## config.mk

```make
export PLATFORM = sky130hd
export DESIGN_NAME = abu_device_flat
export DESIGN_NICKNAME = d
export VERILOG_FILES = /design/src/logic/abu_pkg.sv /design/src/logic/abu_if.sv /design/src/logic/abu_device.sv /design/src/logic/abu_buf.sv /design/src/flat_wrapper.sv
export VERILOG_INCLUDE_DIRS = /design/src /design/src/logic
export SDC_FILE = /design/constraint.sdc
export NUM_CORES = 2
export LEC_CHECK = 0
export CAP_MARGIN = 20
export CORE_AREA = 8 8 380 382
export CTS_CLUSTER_SIZE = 16
export DETAILED_ROUTE_END_ITERATION = 10
export DIE_AREA = 0 0 388 390
export DONT_BUFFER_PORTS = 1
export PLACE_DENSITY = 0.48
export SLEW_MARGIN = 5
export SYNTH_ARGS = -nofsm -noshare
export SYNTH_HDL_FRONTEND = slang
export SYNTH_SLANG_ARGS = --single-unit
```

## constraint.sdc

```tcl
create_clock -name ref_clk_i -period 15.8 [get_ports ref_clk_i]
set_input_delay 4.74 -clock ref_clk_i [delete_from_list [all_inputs] [get_ports ref_clk_i]]
set_output_delay 4.74 -clock ref_clk_i [all_outputs]
set_load 0.05 [all_outputs]
```

## src/logic/abu_regs.svh

```systemverilog
`ifndef ABU_REGS_SVH
`define ABU_REGS_SVH
// ============================================================
// register map
`define ABU_TAG_W         12
`define ABU_TAG_CTRL      12'h102
`define ABU_CTRL_RST      32'h0000_0000
`define ABU_CTRL_MASK     32'h0001_7fff
// ============================================================
// control field positions
`define ABU_OP_LSB        0
`define ABU_OP_MSB        7
`define ABU_FMT_LSB       8
`define ABU_FMT_MSB       11
`define ABU_NOALPHA_BIT   12
`define ABU_ORDER_BIT     13
`define ABU_KIND_BIT      14
`define ABU_FMT_EXT_BIT   16
// ============================================================
// blend operation codes
`define ABU_OP_FORMAT     8'h10
`define ABU_OP_PRE_MUL    8'h51
`define ABU_OP_BLEND      8'h54
// ============================================================
// pixel format codes
`define ABU_FMT_8888      5'h00
`define ABU_FMT_5551_F    5'h01
`define ABU_FMT_4444      5'h02
`define ABU_FMT_332_F     5'h05
`define ABU_FMT_332_B     5'h06
`define ABU_FMT_2321_F    5'h09
`define ABU_FMT_2321_B    5'h0a
`define ABU_FMT_232_FO    5'h0b
`define ABU_FMT_232_BO    5'h0c
`define ABU_FMT_5551_B    5'h0d
`define ABU_FMT_IDX8      5'h0e
`define ABU_FMT_565_F     5'h10
`define ABU_FMT_565_B     5'h11
// ============================================================
// datapath constants
`define ABU_ALPHA_DEF     8'hf8
`define ABU_OFFSET_ADD    8'h40
`define ABU_ROUND         17'h00080
`endif

```

## src/logic/abu_pkg.sv

```systemverilog
package abu_pkg;
  // ==========================================================
  // types shared by both ends
  typedef logic [4:0]  abu_fmt_t;     // five-bit pixel format code
  typedef logic [31:0] abu_word_t;    // one pixel or register word
  typedef struct packed {
    logic [7:0] a;                    // alpha
    logic [7:0] b;                    // blue
    logic [7:0] g;                    // green
    logic [7:0] r;                    // red, or colour index
  } abu_color_s;
  typedef struct packed {
    logic [4:0] rw, rp;               // red bits and position
    logic [4:0] gw, gp;               // green bits and position
    logic [4:0] bw, bp;               // blue bits and position
    logic [4:0] aw, ap;               // alpha bits and position
  } abu_layout_s;
endpackage

```

## src/logic/abu_if.sv

```systemverilog
`timescale 1ns/1ps
`include "abu_regs.svh"
interface abu_if;
  // ==========================================================
  // register access, by tag
  logic                     reg_wr;     // write strobe
  logic                     reg_rd;     // read strobe
  logic [`ABU_TAG_W-1:0]    reg_tag;    // register tag
  abu_pkg::abu_word_t       reg_wdata;  // write data
  abu_pkg::abu_word_t       reg_rdata;  // read data
  logic                     reg_rvalid; // read answer pulse
  // ==========================================================
  // fragment stream in, blended pixel stream out
  logic                     frag_valid; // source and dest paired
  logic                     frag_ready; // device can take it
  abu_pkg::abu_color_s      frag_src;   // source colour
  abu_pkg::abu_word_t       frag_dst;   // raw destination pixel
  logic                     res_valid;  // result available
  logic                     res_ready;  // writer takes result
  abu_pkg::abu_word_t       res_pixel;  // formatted pixel word
  abu_pkg::abu_color_s      res_color;  // blended colour
  modport dev (
    input  reg_wr, reg_rd, reg_tag, reg_wdata,
    output reg_rdata, reg_rvalid,
    input  frag_valid, frag_src, frag_dst, res_ready,
    output frag_ready, res_valid, res_pixel, res_color
  );
  modport hst (
    output reg_wr, reg_rd, reg_tag, reg_wdata,
    input  reg_rdata, reg_rvalid,
    output frag_valid, frag_src, frag_dst, res_ready,
    input  frag_ready, res_valid, res_pixel, res_color
  );
endinterface

```

## src/logic/abu_device.sv

```systemverilog
`timescale 1ns/1ps
`include "abu_regs.svh"
// ============================================================
module abu_device (
  input  wire logic          ref_clk_i,
  input  wire logic          rst_b_i,
  abu_if.dev                 bus,
  output abu_pkg::abu_word_t blend_cfg_o,   // current control word
  output logic               pending_o      // results held in buffer
);
  import abu_pkg::*;

  abu_word_t   ctrl_q;                 // blend control register
  abu_word_t   rdata_q;                // read answer data
  logic        rvalid_q;               // read answer pulse
  logic [7:0]  op;                     // operation code
  abu_fmt_t    fmt;                    // five-bit format
  logic        rgb;                    // channel order
  logic        ramp;                   // blend kind
  logic        no_abuf;                // no alpha buffer
  abu_layout_s lay;                    // active layout
  abu_color_s  dcol;                   // decoded destination
  abu_color_s  bcol;                   // blended colour
  abu_word_t   pix;                    // formatted pixel
  logic        out_valid;              // buffer has a result
  logic [63:0] out_word;               // buffer head

  // ==========================================================
  // control register
  // reset to a known word even though software must program it
  always_ff @(posedge ref_clk_i) begin
    if (!rst_b_i) begin
      ctrl_q <= `ABU_CTRL_RST;
    end else if (bus.reg_wr && bus.reg_tag == `ABU_TAG_CTRL) begin
      ctrl_q <= bus.reg_wdata & `ABU_CTRL_MASK;
    end
  end

  // read answer one cycle after the strobe
  always_ff @(posedge ref_clk_i) begin
    if (!rst_b_i) begin
      rvalid_q <= 1'b0;
      rdata_q  <= '0;
    end else begin
      rvalid_q <= bus.reg_rd;
      if (bus.reg_rd && bus.reg_tag == `ABU_TAG_CTRL) begin
        rdata_q <= ctrl_q;
      end else if (bus.reg_rd) begin
        rdata_q <= '0;                 // unmapped tag reads zero
      end
    end
  end

  assign bus.reg_rdata  = rdata_q;
  assign bus.reg_rvalid = rvalid_q;
  assign blend_cfg_o    = ctrl_q;

  // ==========================================================
  // control fields
  assign op      = ctrl_q[`ABU_OP_MSB:`ABU_OP_LSB];
  assign fmt     = {ctrl_q[`ABU_FMT_EXT_BIT],
                    ctrl_q[`ABU_FMT_MSB:`ABU_FMT_LSB]};
  assign rgb     = ctrl_q[`ABU_ORDER_BIT];
  assign ramp    = ctrl_q[`ABU_KIND_BIT];
  assign no_abuf = ctrl_q[`ABU_NOALPHA_BIT];

  // ==========================================================
  // layout table
  function automatic abu_layout_s mk(input int rw, rp, gw, gp,
                                     input int bw, bp, aw, ap);
    mk = '{5'(rw), 5'(rp), 5'(gw), 5'(gp),
           5'(bw), 5'(bp), 5'(aw), 5'(ap)};
  endfunction

  // reserved codes decode to nothing, leaving only default alpha
  function automatic abu_layout_s layout(input abu_fmt_t c,
                                         input logic o);
    layout = '0;
    if (!o) begin
      case (c)
        `ABU_FMT_8888:   layout = mk(8, 0, 8, 8, 8, 16, 8, 24);
        `ABU_FMT_5551_F: layout = mk(5, 0, 5, 5, 5, 10, 1, 15);
        `ABU_FMT_4444:   layout = mk(4, 0, 4, 4, 4, 8, 4, 12);
        `ABU_FMT_332_F:  layout = mk(3, 0, 3, 3, 2, 6, 0, 0);
        `ABU_FMT_332_B:  layout = mk(3, 8, 3, 11, 2, 14, 0, 0);
        `ABU_FMT_2321_F: layout = mk(2, 0, 3, 2, 2, 5, 1, 7);
        `ABU_FMT_2321_B: layout = mk(2, 8, 3, 10, 2, 13, 1, 15);
        `ABU_FMT_232_FO: layout = mk(2, 0, 3, 2, 2, 5, 0, 0);
        `ABU_FMT_232_BO: layout = mk(2, 8, 3, 10, 2, 13, 0, 0);
        `ABU_FMT_5551_B: layout = mk(5, 16, 5, 21, 5, 26, 1, 31);
        `ABU_FMT_IDX8:   layout = mk(8, 0, 0, 0, 0, 0, 0, 0);
        `ABU_FMT_565_F:  layout = mk(5, 0, 6, 5, 5, 11, 0, 0);
        `ABU_FMT_565_B:  layout = mk(5, 16, 6, 21, 5, 27, 0, 0);
        default:         layout = '0;
      endcase
    end else begin
      case (c)
        `ABU_FMT_8888:   layout = mk(8, 16, 8, 8, 8, 0, 8, 24);
        `ABU_FMT_5551_F: layout = mk(5, 10, 5, 5, 5, 0, 1, 15);
        `ABU_FMT_4444:   layout = mk(4, 8, 4, 4, 4, 0, 4, 12);
        `ABU_FMT_332_F:  layout = mk(3, 5, 3, 2, 2, 0, 0, 0);
        `ABU_FMT_332_B:  layout = mk(3, 13, 3, 10, 2, 8, 0, 0);
        `ABU_FMT_2321_F: layout = mk(2, 5, 3, 2, 2, 0, 1, 7);
        `ABU_FMT_2321_B: layout = mk(2, 13, 3, 10, 2, 8, 1, 15);
        `ABU_FMT_232_FO: layout = mk(2, 5, 3, 2, 2, 0, 0, 0);
        `ABU_FMT_232_BO: layout = mk(2, 13, 3, 10, 2, 8, 0, 0);
        `ABU_FMT_5551_B: layout = mk(5, 26, 5, 21, 5, 16, 1, 31);
        `ABU_FMT_IDX8:   layout = mk(8, 0, 0, 0, 0, 0, 0, 0);
        `ABU_FMT_565_F:  layout = mk(5, 11, 6, 5, 5, 0, 0, 0);
        `ABU_FMT_565_B:  layout = mk(5, 27, 6, 21, 5, 16, 0, 0);
        default:         layout = '0;
      endcase
    end
  endfunction

  // ==========================================================
  // field extract and place
  // extracted fields are left justified into eight bits
  function automatic logic [7:0] ext(input abu_word_t wd,
                                     input logic [4:0] w,
                                     input logic [4:0] p);
    abu_word_t  sh;
    logic [7:0] m;
    sh  = wd >> p;
    m   = 8'((16'h0001 << w) - 16'h0001);
    ext = (sh[7:0] & m) << (5'd8 - w);
  endfunction

  // only the top bits of the component survive packing
  function automatic abu_word_t put(input logic [7:0] cv,
                                    input logic [4:0] w,
                                    input logic [4:0] p);
    logic [7:0] v;
    v   = cv >> (5'd8 - w);
    put = (w == 5'd0) ? '0 : ({24'h0, v} << p);
  endfunction

  // ==========================================================
  // per component arithmetic, rounded, premultiplied saturates
  function automatic logic [7:0] mix(input logic [7:0] s,
                                     input logic [7:0] d,
                                     input logic [7:0] a);
    logic [7:0]  ia;
    logic [16:0] acc;
    logic [16:0] dpart;
    logic [8:0]  sum;
    ia    = 8'hff - a;
    acc   = 17'(s * a) + 17'(d * ia) + `ABU_ROUND;
    dpart = 17'(d * ia) + `ABU_ROUND;
    sum   = {1'b0, s} + {1'b0, dpart[15:8]};
    case (op)
      `ABU_OP_BLEND:   mix = acc[15:8];
      `ABU_OP_PRE_MUL: mix = sum[8] ? 8'hff : sum[7:0];
      `ABU_OP_FORMAT:  mix = d;
      default:         mix = d;        // unknown codes keep memory
    endcase
  endfunction

  // ==========================================================
  // destination decode
  assign lay    = layout(fmt, rgb);
  assign dcol.r = ext(bus.frag_dst, lay.rw, lay.rp);
  assign dcol.g = ext(bus.frag_dst, lay.gw, lay.gp);
  assign dcol.b = ext(bus.frag_dst, lay.bw, lay.bp);
  // no alpha in memory, so use the fixed default
  assign dcol.a = (lay.aw == 5'd0 || no_abuf) ? `ABU_ALPHA_DEF
                : ext(bus.frag_dst, lay.aw, lay.ap);

  // ==========================================================
  // blend; ramp blends intensity and alpha, and copies intensity across
  always_comb begin
    bcol.r = mix(bus.frag_src.r, dcol.r, bus.frag_src.a);
    bcol.a = mix(bus.frag_src.a, dcol.a, bus.frag_src.a);
    if (ramp) begin
      bcol.g = bcol.r;
      bcol.b = bcol.r;
    end else begin
      bcol.g = mix(bus.frag_src.g, dcol.g, bus.frag_src.a);
      bcol.b = mix(bus.frag_src.b, dcol.b, bus.frag_src.a);
    end
  end

  // ==========================================================
  // pack and replicate for double buffering
  always_comb begin
    abu_word_t  pk;
    logic [7:0] by;
    pk  = put(bcol.r, lay.rw, lay.rp) | put(bcol.g, lay.gw, lay.gp)
        | put(bcol.b, lay.bw, lay.bp) | put(bcol.a, lay.aw, lay.ap);
    by  = pk[7:0] | pk[15:8];
    pix = pk;
    case (fmt)
      `ABU_FMT_5551_F, `ABU_FMT_4444, `ABU_FMT_565_F:
        pix = {pk[15:0], pk[15:0]};
      `ABU_FMT_5551_B, `ABU_FMT_565_B:
        pix = {pk[31:16], pk[31:16]};
      `ABU_FMT_232_FO, `ABU_FMT_232_BO:
        pix = {4{8'({1'b0, by[6:0]}) + `ABU_OFFSET_ADD}};
      `ABU_FMT_332_F, `ABU_FMT_332_B, `ABU_FMT_2321_F,
      `ABU_FMT_2321_B, `ABU_FMT_IDX8:
        pix = {4{by}};
      default:
        pix = pk;
    endcase
  end

  // ==========================================================
  // result buffer, a stall downstream stalls the fragment input
  abu_buf #(
    .W (64),
    .D (2)
  ) u_buf (
    .ref_clk_i   (ref_clk_i),
    .rst_b_i     (rst_b_i),
    .in_valid_i  (bus.frag_valid),
    .in_ready_o  (bus.frag_ready),
    .in_data_i   ({pix, bcol}),
    .out_valid_o (out_valid),
    .out_ready_i (bus.res_ready),
    .out_data_o  (out_word)
  );

  assign bus.res_valid = out_valid;
  assign bus.res_pixel = out_word[63:32];
  assign bus.res_color = out_word[31:0];
  assign pending_o     = out_valid;
endmodule

```

## src/logic/abu_buf.sv

```systemverilog
`timescale 1ns/1ps
module abu_buf #(
  parameter int W = 64,                   // word width
  parameter int D = 2                     // entries
) (
  input  wire logic         ref_clk_i,
  input  wire logic         rst_b_i,
  input  wire logic         in_valid_i,
  output logic              in_ready_o,
  input  wire logic [W-1:0] in_data_i,
  output logic              out_valid_o,
  input  wire logic         out_ready_i,
  output logic [W-1:0]      out_data_o
);
  localparam int AW = (D > 1) ? $clog2(D) : 1;
  localparam int CW = $clog2(D + 1);
  logic [W-1:0]  mem_q [D];              // storage array
  logic [AW-1:0] wr_q;                   // write pointer
  logic [AW-1:0] rd_q;                   // read pointer
  logic [CW-1:0] cnt_q;                  // entries held
  logic          push;                   // word enters
  logic          pop;                    // word leaves

  // ==========================================================
  // handshake, honest full and empty
  assign in_ready_o  = (cnt_q != CW'(D));
  assign out_valid_o = (cnt_q != '0);
  assign push        = in_valid_i && in_ready_o;
  assign pop         = out_valid_o && out_ready_i;
  assign out_data_o  = mem_q[rd_q];

  // pointer advance with wrap, works for any depth
  function automatic logic [AW-1:0] nxt(input logic [AW-1:0] p);
    nxt = (p == AW'(D - 1)) ? '0 : AW'(p + 1'b1);
  endfunction

  // storage write, no reset needed on data
  always_ff @(posedge ref_clk_i) begin
    if (push) begin
      mem_q[wr_q] <= in_data_i;
    end
  end

  // pointers and fill count
  always_ff @(posedge ref_clk_i) begin
    if (!rst_b_i) begin
      wr_q  <= '0;
      rd_q  <= '0;
      cnt_q <= '0;
    end else begin
      if (push) begin
        wr_q <= nxt(wr_q);
      end
      if (pop) begin
        rd_q <= nxt(rd_q);
      end
      if (push && !pop) begin
        cnt_q <= CW'(cnt_q + 1'b1);
      end else if (pop && !push) begin
        cnt_q <= CW'(cnt_q - 1'b1);
      end
    end
  end
endmodule

```

## src/flat_wrapper.sv

```systemverilog
// flat-port wrapper written by rule: the top's interface ports become plain ports
module abu_device_flat import abu_pkg::*;
  (ref_clk_i, rst_b_i, blend_cfg_o, pending_o, bus_reg_wr, bus_reg_rd, bus_reg_tag, bus_reg_wdata, bus_reg_rdata, bus_reg_rvalid, bus_frag_valid, bus_frag_src, bus_frag_dst, bus_res_ready, bus_frag_ready, bus_res_valid, bus_res_pixel, bus_res_color);
  abu_if bus_i ();
  input  wire logic ref_clk_i;
  input  wire logic rst_b_i;
  output abu_pkg::abu_word_t blend_cfg_o;
  output logic pending_o;
  input wire logic [$bits(bus_i.reg_wr)-1:0] bus_reg_wr;
  input wire logic [$bits(bus_i.reg_rd)-1:0] bus_reg_rd;
  input wire logic [$bits(bus_i.reg_tag)-1:0] bus_reg_tag;
  input wire logic [$bits(bus_i.reg_wdata)-1:0] bus_reg_wdata;
  output wire logic [$bits(bus_i.reg_rdata)-1:0] bus_reg_rdata;
  output wire logic [$bits(bus_i.reg_rvalid)-1:0] bus_reg_rvalid;
  input wire logic [$bits(bus_i.frag_valid)-1:0] bus_frag_valid;
  input wire logic [$bits(bus_i.frag_src)-1:0] bus_frag_src;
  input wire logic [$bits(bus_i.frag_dst)-1:0] bus_frag_dst;
  input wire logic [$bits(bus_i.res_ready)-1:0] bus_res_ready;
  output wire logic [$bits(bus_i.frag_ready)-1:0] bus_frag_ready;
  output wire logic [$bits(bus_i.res_valid)-1:0] bus_res_valid;
  output wire logic [$bits(bus_i.res_pixel)-1:0] bus_res_pixel;
  output wire logic [$bits(bus_i.res_color)-1:0] bus_res_color;
  assign bus_i.reg_wr = bus_reg_wr;
  assign bus_i.reg_rd = bus_reg_rd;
  assign bus_i.reg_tag = bus_reg_tag;
  assign bus_i.reg_wdata = bus_reg_wdata;
  assign bus_reg_rdata = bus_i.reg_rdata;
  assign bus_reg_rvalid = bus_i.reg_rvalid;
  assign bus_i.frag_valid = bus_frag_valid;
  assign bus_i.frag_src = bus_frag_src;
  assign bus_i.frag_dst = bus_frag_dst;
  assign bus_i.res_ready = bus_res_ready;
  assign bus_frag_ready = bus_i.frag_ready;
  assign bus_res_valid = bus_i.res_valid;
  assign bus_res_pixel = bus_i.res_pixel;
  assign bus_res_color = bus_i.res_color;
  abu_device u_core (.ref_clk_i(ref_clk_i), .rst_b_i(rst_b_i), .bus(bus_i), .blend_cfg_o(blend_cfg_o), .pending_o(pending_o));
endmodule
```

-- Word level (Yosys, flattened, before mapping)
Memory sizes are Yosys's and may differ from the RTL's. A register that Yosys moved wholly into a read port is not among the register bits.
Index checks and enable logic that the tools add are counted.
- bits in registers: 53
- bits in writable memories: 128
- bits in read-only memories: 2048
- output and inout port bits: 132
- memories: 3
- memories (name ; words ; width ; rd ports ; clocked after Yosys merged registers in ; write ports ; line ; RTL):
    (no name shown) ; 32 ; 32 ; 1 ; 1 ; 0 ; abu_device.sv:80 ; case (c)
    (no name shown) ; 32 ; 32 ; 1 ; 1 ; 0 ; abu_device.sv:97 ; case (c)
    u_core.u_buf.mem_q ; 2 ; 64 ; 1 ; 1 ; 1 ; abu_buf.sv:17 ; logic [W-1:0] mem_q [D];
- add/sub/neg operators: 30
- multiply operators: 8
- equality and inequality tests: 16
- shift operators: 20
- multiplexer cells: 30
- bitwise logic cells: 8
- reduce and logical (&&, ||, !) cells: 20
- operator list (kind ; number):
    $mux 32 ; 6
    $add 16x8->16 const B ; 8
    $mul 8x8->16 ; 8
    $pmux 32 s4 ; 1
    $shl 8x5->32 ; 4
    $shr 32x5->8 ; 4
    $or 32x32->32 ; 3
    $add 16x16->16 ; 4
    $pmux 8 s2 ; 4
    $mux 40 ; 1
    $mux 8 ; 5
    $add 8x8->9 ; 4
    $and 8x8->8 ; 4
    $shl 1x5->8 const A ; 4
    $shl 8x5->8 ; 4
    $shr 8x5->8 ; 4
    $sub 8x1->8 const B ; 4
    $eq 5x4->1 const B ; 6
    $logic_not 5->1 ; 4
    $mux 5 ; 4
    $sub 4x5->5 const A ; 4
    $eq 8x7->1 const B ; 2
    $mux 16 ; 1
    $eq 12x9->1 const B ; 1
    other kinds (20) ; 38

-- Logic depth before layout (Yosys ltp)
- depth after elaboration: 20
- depth in mapped cells: 59

-- Hierarchy
Synthesis repeated with hierarchy kept, for this count alone.
- cells, all modules: 5024
- area, all modules: 41081.9 µm²
- modules (own cells, without submodules) (module ; instances ; cells an instance ; area an instance (µm²) ; sequential area each (µm²)):
    abu_device ; 1 ; 4801 ; 36224.7 ; 1041.0
    abu_buf ; 1 ; 223 ; 4857.2 ; 3943.8

-- Worst setup path before layout
No wires, ideal clock.
- path type: in2reg
- from: in bus_frag_dst[24]
- to: mem u_core.u_buf.mem_q[0][62], data pin
- setup time: 0.265 ns
- arrival: 15.665 ns
- required time: 15.535 ns
- path slack: -0.130 ns
- stages on the path: 47
- path through: clkbuf_1 > mux2_2 > mux2i_1 > nor3_1 > or4_1 > mux4_2 > a22oi_1 > and2_1 > clkbuf_1 > nor2_1 > fa_1 > inv_1 > fa_1 > inv_1 > fa_1 > inv_1 > fa_1 > inv_1 > [11 not listed] > nor4_1 > nor3_1 > a2111oi_0 > nor3_1 > o211a_1 > o21ai_0 > a32oi_1 > a2bb2oi_2 > buf_6 > nor2_2 > nand4_1 > nor3_1 > or4_1 > and4bb_1 > nand3_2 > o211ai_1 > a31oi_4 > a221o_1
- longest elaborated chain between the ends: 18
- elaborated cells on any way between the ends: 60
- classes of those cells: 17 x add/sub; 4 x mul; 16 x shift; 15 x mux; 8 x bitwise
- ends and longest elaborated chain (what ; line ; RTL):
    from (decl) ; flat_wrapper.sv:17 ; input wire logic [$bits(bus_i.frag_dst)-1:0] bus_frag_dst;
    $shr 32x5->8 ; abu_device.sv:124 ; sh = wd >> p;
    $and 8x8->8 ; abu_device.sv:126 ; ext = (sh[7:0] & m) << (5'd8 - w);
    $shl 8x5->8 ; abu_device.sv:126 ;
    $mul 8x8->16 ; abu_device.sv:148, abu_device.sv:149 ;
    $add 16x8->16 (no source line) ; -- ;
    $add 8x8->9 ; abu_device.sv:150 ; sum = {1'b0, s} + {1'b0, dpart[15:8]};
    $mux 8 ; abu_device.sv:153 ; `ABU_OP_PRE_MUL: mix = sum[8] ? 8'hff : sum[7:0];
    $pmux 8 s2 ; abu_device.sv:151 ; case (op)
    [3 not listed] ; -- ;
    $mux 32 ; abu_device.sv:135 ; put = (w == 5'd0) ? '0 : ({24'h0, v} << p);
    $or 32x32->32 ; abu_device.sv:188 ; pk = put(bcol.r, lay.rw, lay.rp) | put(bcol.g, lay.gw, lay.gp)
    $or 32x32->32 ; abu_device.sv:189 ; | put(bcol.b, lay.bw, lay.bp) | put(bcol.a, lay.aw, lay.ap);
    $or 32x32->32 (*) ; abu_device.sv:189 ;
    $or 8x8->8 ; abu_device.sv:190 ; by = pk[7:0] | pk[15:8];
    $add 7x7->8 (no source line) ; -- ;
    $pmux 32 s4 (*) ; abu_device.sv:192 ; case (fmt)
    via u_core.pix[30] ; abu_device.sv:24 ; abu_word_t pix;
    to (decl) ; abu_buf.sv:17 ;
The timed path passes the listed nets; every way through them passes the cells marked *.

-- Worst setup path in the final report
- from: in bus_frag_dst[22]
- to: mem u_core.u_buf.mem_q[1][46], data pin
Same word-level chain as after synthesis.

==> impl_metrics.yaml <==
drt:
  first_pass_iters: 5
  drc: 0
  vias: 40000
  detail_route.vias_per_cell: 5.53
  drtIter0Drc: 3820
  postRouteAntennaNets: 0
  routedWlPerCell_um: 23.8
  postRouteWirelength_um: 172000
power_and_ir_drop:
  leakagePower_nw: 22.4
  p_int_mw: 5.44
  power_frac_comb_pct: 90.0
  seqPwrFrac_pct: 5.6
  power.switching_mw: 5.10
  powerDensity_nw_per_um2: 206
  pwr-share-clk_pct: 4.5
  sw_frac_of_total_pct: 48.4
  peakVddDrop_uv: 360
cells_and_area:
  finalInstanceArea_um2: 51100
  area_growth_pct: 24.4
  nets: 6224
  drive_above_1_share_pct: 27.7
worst_setup_path:
  cp.required_ps: 16030
  cp-end-kind: "flop"
  cp-start-kind: "primary input"
  crit_type: "primary input to flop"
  crit_arrival_ps: 16130
  critical-path-slowest-cell: "mux4_2"
  cp_slowest_stage_delay_ps: 580
  crit_path_frequent_cell: "fa_1"
  cp_max_fo: 17
global_route:
  track_usage_pct: 21.6
  grt_max_degree: 91
  grt_pass1_wl_um: 254000
  grt_pass1_vias: 38800
  grt.overflow.total: 0
  antenna_found_initial: 3
sta:
  timing.setup.tns_ps: -1460
  period_share_pct: 101
  hold_violations: 0
  tightest_slew_ps: 1310
  slew_headroom_pct: 12.4
  skew_ps: 29.8
  setup_viol: 28
  drv_slew: 0
  rsz0062_at_grt: "true"
  finalWorstSetupSlack_ps: -100
  fmax_mhz: 62.9
  post-route-min-period_ps: 15900
logic_synthesis:
  postSynthAreaPerCell_um2: 8.32
  yosys.area.top_type_share_pct: 16.3
  synth_cell_types: 127
  synth_area_leaders: "fa_1 16%, ha_1 11%, edfxtp_1 9.4%"
  async_reset_ff_share_pct: 0
  yosysTopAreaCell: "fa_1"
  yosys_most_used_dff: "edfxtp_1"
  ys_warn_count: 0
  syn_inst: 4938
  ys_ff_latch: 185
  synth_enable_flop_cells: 128
  syn_area_um2: 41100
  seq_area_frac_synth_pct: 12.1
  yosysMostFrequentCell: "inv_1"
  synth_common_cells: "586 x inv_1, 411 x nand2_1, 404 x nor2_1"
run:
  cap_viol_max_count: 0
placement:
  dpl.hpwl_um: 131000
  io_buffers: 0
  dp_slack_ps: -1480
  placed_area_um2: 47000
  routabilityCongestion: 0.989
clocking:
  numCtsBuffers: 17
  cts_tree: "built"
  clk_pin_slew_worst_paths_ps: 80
  h-tree-depth: 4
  cts.path.max_buffers: 2
  cts.sinks: 185
  holdBufCountCts: 0
  insertion_delay_ps: 500
  root_buffer: "clkbuf_16"
run_status:
  outcome: "complete, but fails checks"
  violations: "negative setup slack"
die:
  die_area_um2: 151000
  initial_core_util_pct: 29.7
  ios: 246
  fp-row-count: 137
  fp.dieW_um: 388
  core_um2: 139000
  die_height_um: 390
hold_path:
  hold_path.class: "flop to flop"
## power groups by stage
stage	sequential (mW)	clock [mW]	combinational, mW
final	0.587	0.469	9.48
after global routing	0.591	0.498	10.5
after CTS	0.587	0.480	8.74
after detailed placement	0.599	0	8.09
after global placement	0.597	0	8.08
after floorplan	0.594	0	5.01
## worst max-delay path, delay by kind of cell
family	cells	cell delay [ps]
AND/OR/NAND/NOR	7	1330
AO/OA/AOI/OAI	16	2750
buffers and inverters	12	1210
multiplexers	5	1530
XOR/XNOR	1	170
adder cells (fa/ha/maj)	10	4340
## per-stage QoR
stage | power [mW] | utilization, % | cells | hold slack [ps]
floorplan | 5.60 | - | 4969 | 473
global placement | 8.67 | 33.9 | 7117 | 494
detailed placement | 8.68 | 33.9 | 7117 | 507
CTS | 9.81 | 35.4 | 7175 | 518
global route | 11.6 | 36.9 | 7225 | 548
finish | 10.5 | 36.9 | 7227 | 512
## final cells by class
type | count | area (um2)
Antenna cell | 2 | 5.00
Clock inverter | 15 | 204
Fill cell | 14300 | 87400
Tap cell | 1807 | 2260
Timing Repair Buffer | 753 | 5880
Inverter | 593 | 2230
Clock buffer | 17 | 425
Multi-Input combinational cell | 3855 | 35100
Sequential cell | 185 | 5010
## final timing paths
path,startpoint,endpoint,slack (ps),cells after the start
max,bus_frag_dst[22],u_core.u_buf.mem_q[1][46],-100,51
min,u_core.u_buf.cnt_q[1],u_core.u_buf.cnt_q[1],510,2
max reg2reg,u_core.blend_cfg_o[13],u_core.u_buf.mem_q[1][63],1990,57
min reg2reg,u_core.u_buf.cnt_q[1],u_core.u_buf.cnt_q[1],510,2
## cell usage in the layout, fill, tap and decap left out, drive strengths merged, types with 53 or more instances in the layout
cell type | netlist | final
inv | 588 | 596
nand2b | 84 | 84
mux2 | 115 | 115
nor3 | 101 | 101
a21oi | 201 | 201
and2 | 144 | 144
edfxtp | 128 | 128
buf | 125 | 752
o21ai | 177 | 177
xnor2 | 94 | 94
mux2i | 132 | 132
a211oi | 62 | 62
ha | 371 | 371
nand3 | 114 | 114
nand2 | 412 | 412
nor2 | 408 | 408
fa | 334 | 334
mux4 | 53 | 53
or2 | 81 | 81
dfxtp | 57 | 57
## logic make-up after synthesis
logic type	after synthesis	share of synthesized area (%)
compound gates	1070	18.9
xor+xnor	145	3.09
fa+ha+maj	705	27.6
buf+inv	929	9.45
flops	185	12.1
mux	300	9.33
other cells	1	0.00913
simple gates	1603	19.5
## layer usage
layer,global-route usage (%),wire [um]
met1,29.2,75300
met4,9.26,8310
met5,0,0
met2,33.8,75800
met3,3.91,12400
## state kept, by name (all words and copies together) (netlist names), named ones only
name / flops
u_core.blend_cfg_o: 16
u_core.bus.reg_rdata: 16
u_core.bus.reg_rvalid: 1
u_core.lay: 15
u_core.u_buf.cnt_q: 2
u_core.u_buf.mem_q: 128
u_core.u_buf.rd_q: 1
u_core.u_buf.wr_q: 1
## what timing repair did
| action | 4_1_cts | 5_1_grt |
|---|---|---|
| pin swaps | 113 | 203 |
| setup buffers | 31 | 51 |
| setup endpoints to repair | 64 | 64 |
| resized for setup | 234 | 344 |
No activity file was read; power rests on OpenSTA's default activity.
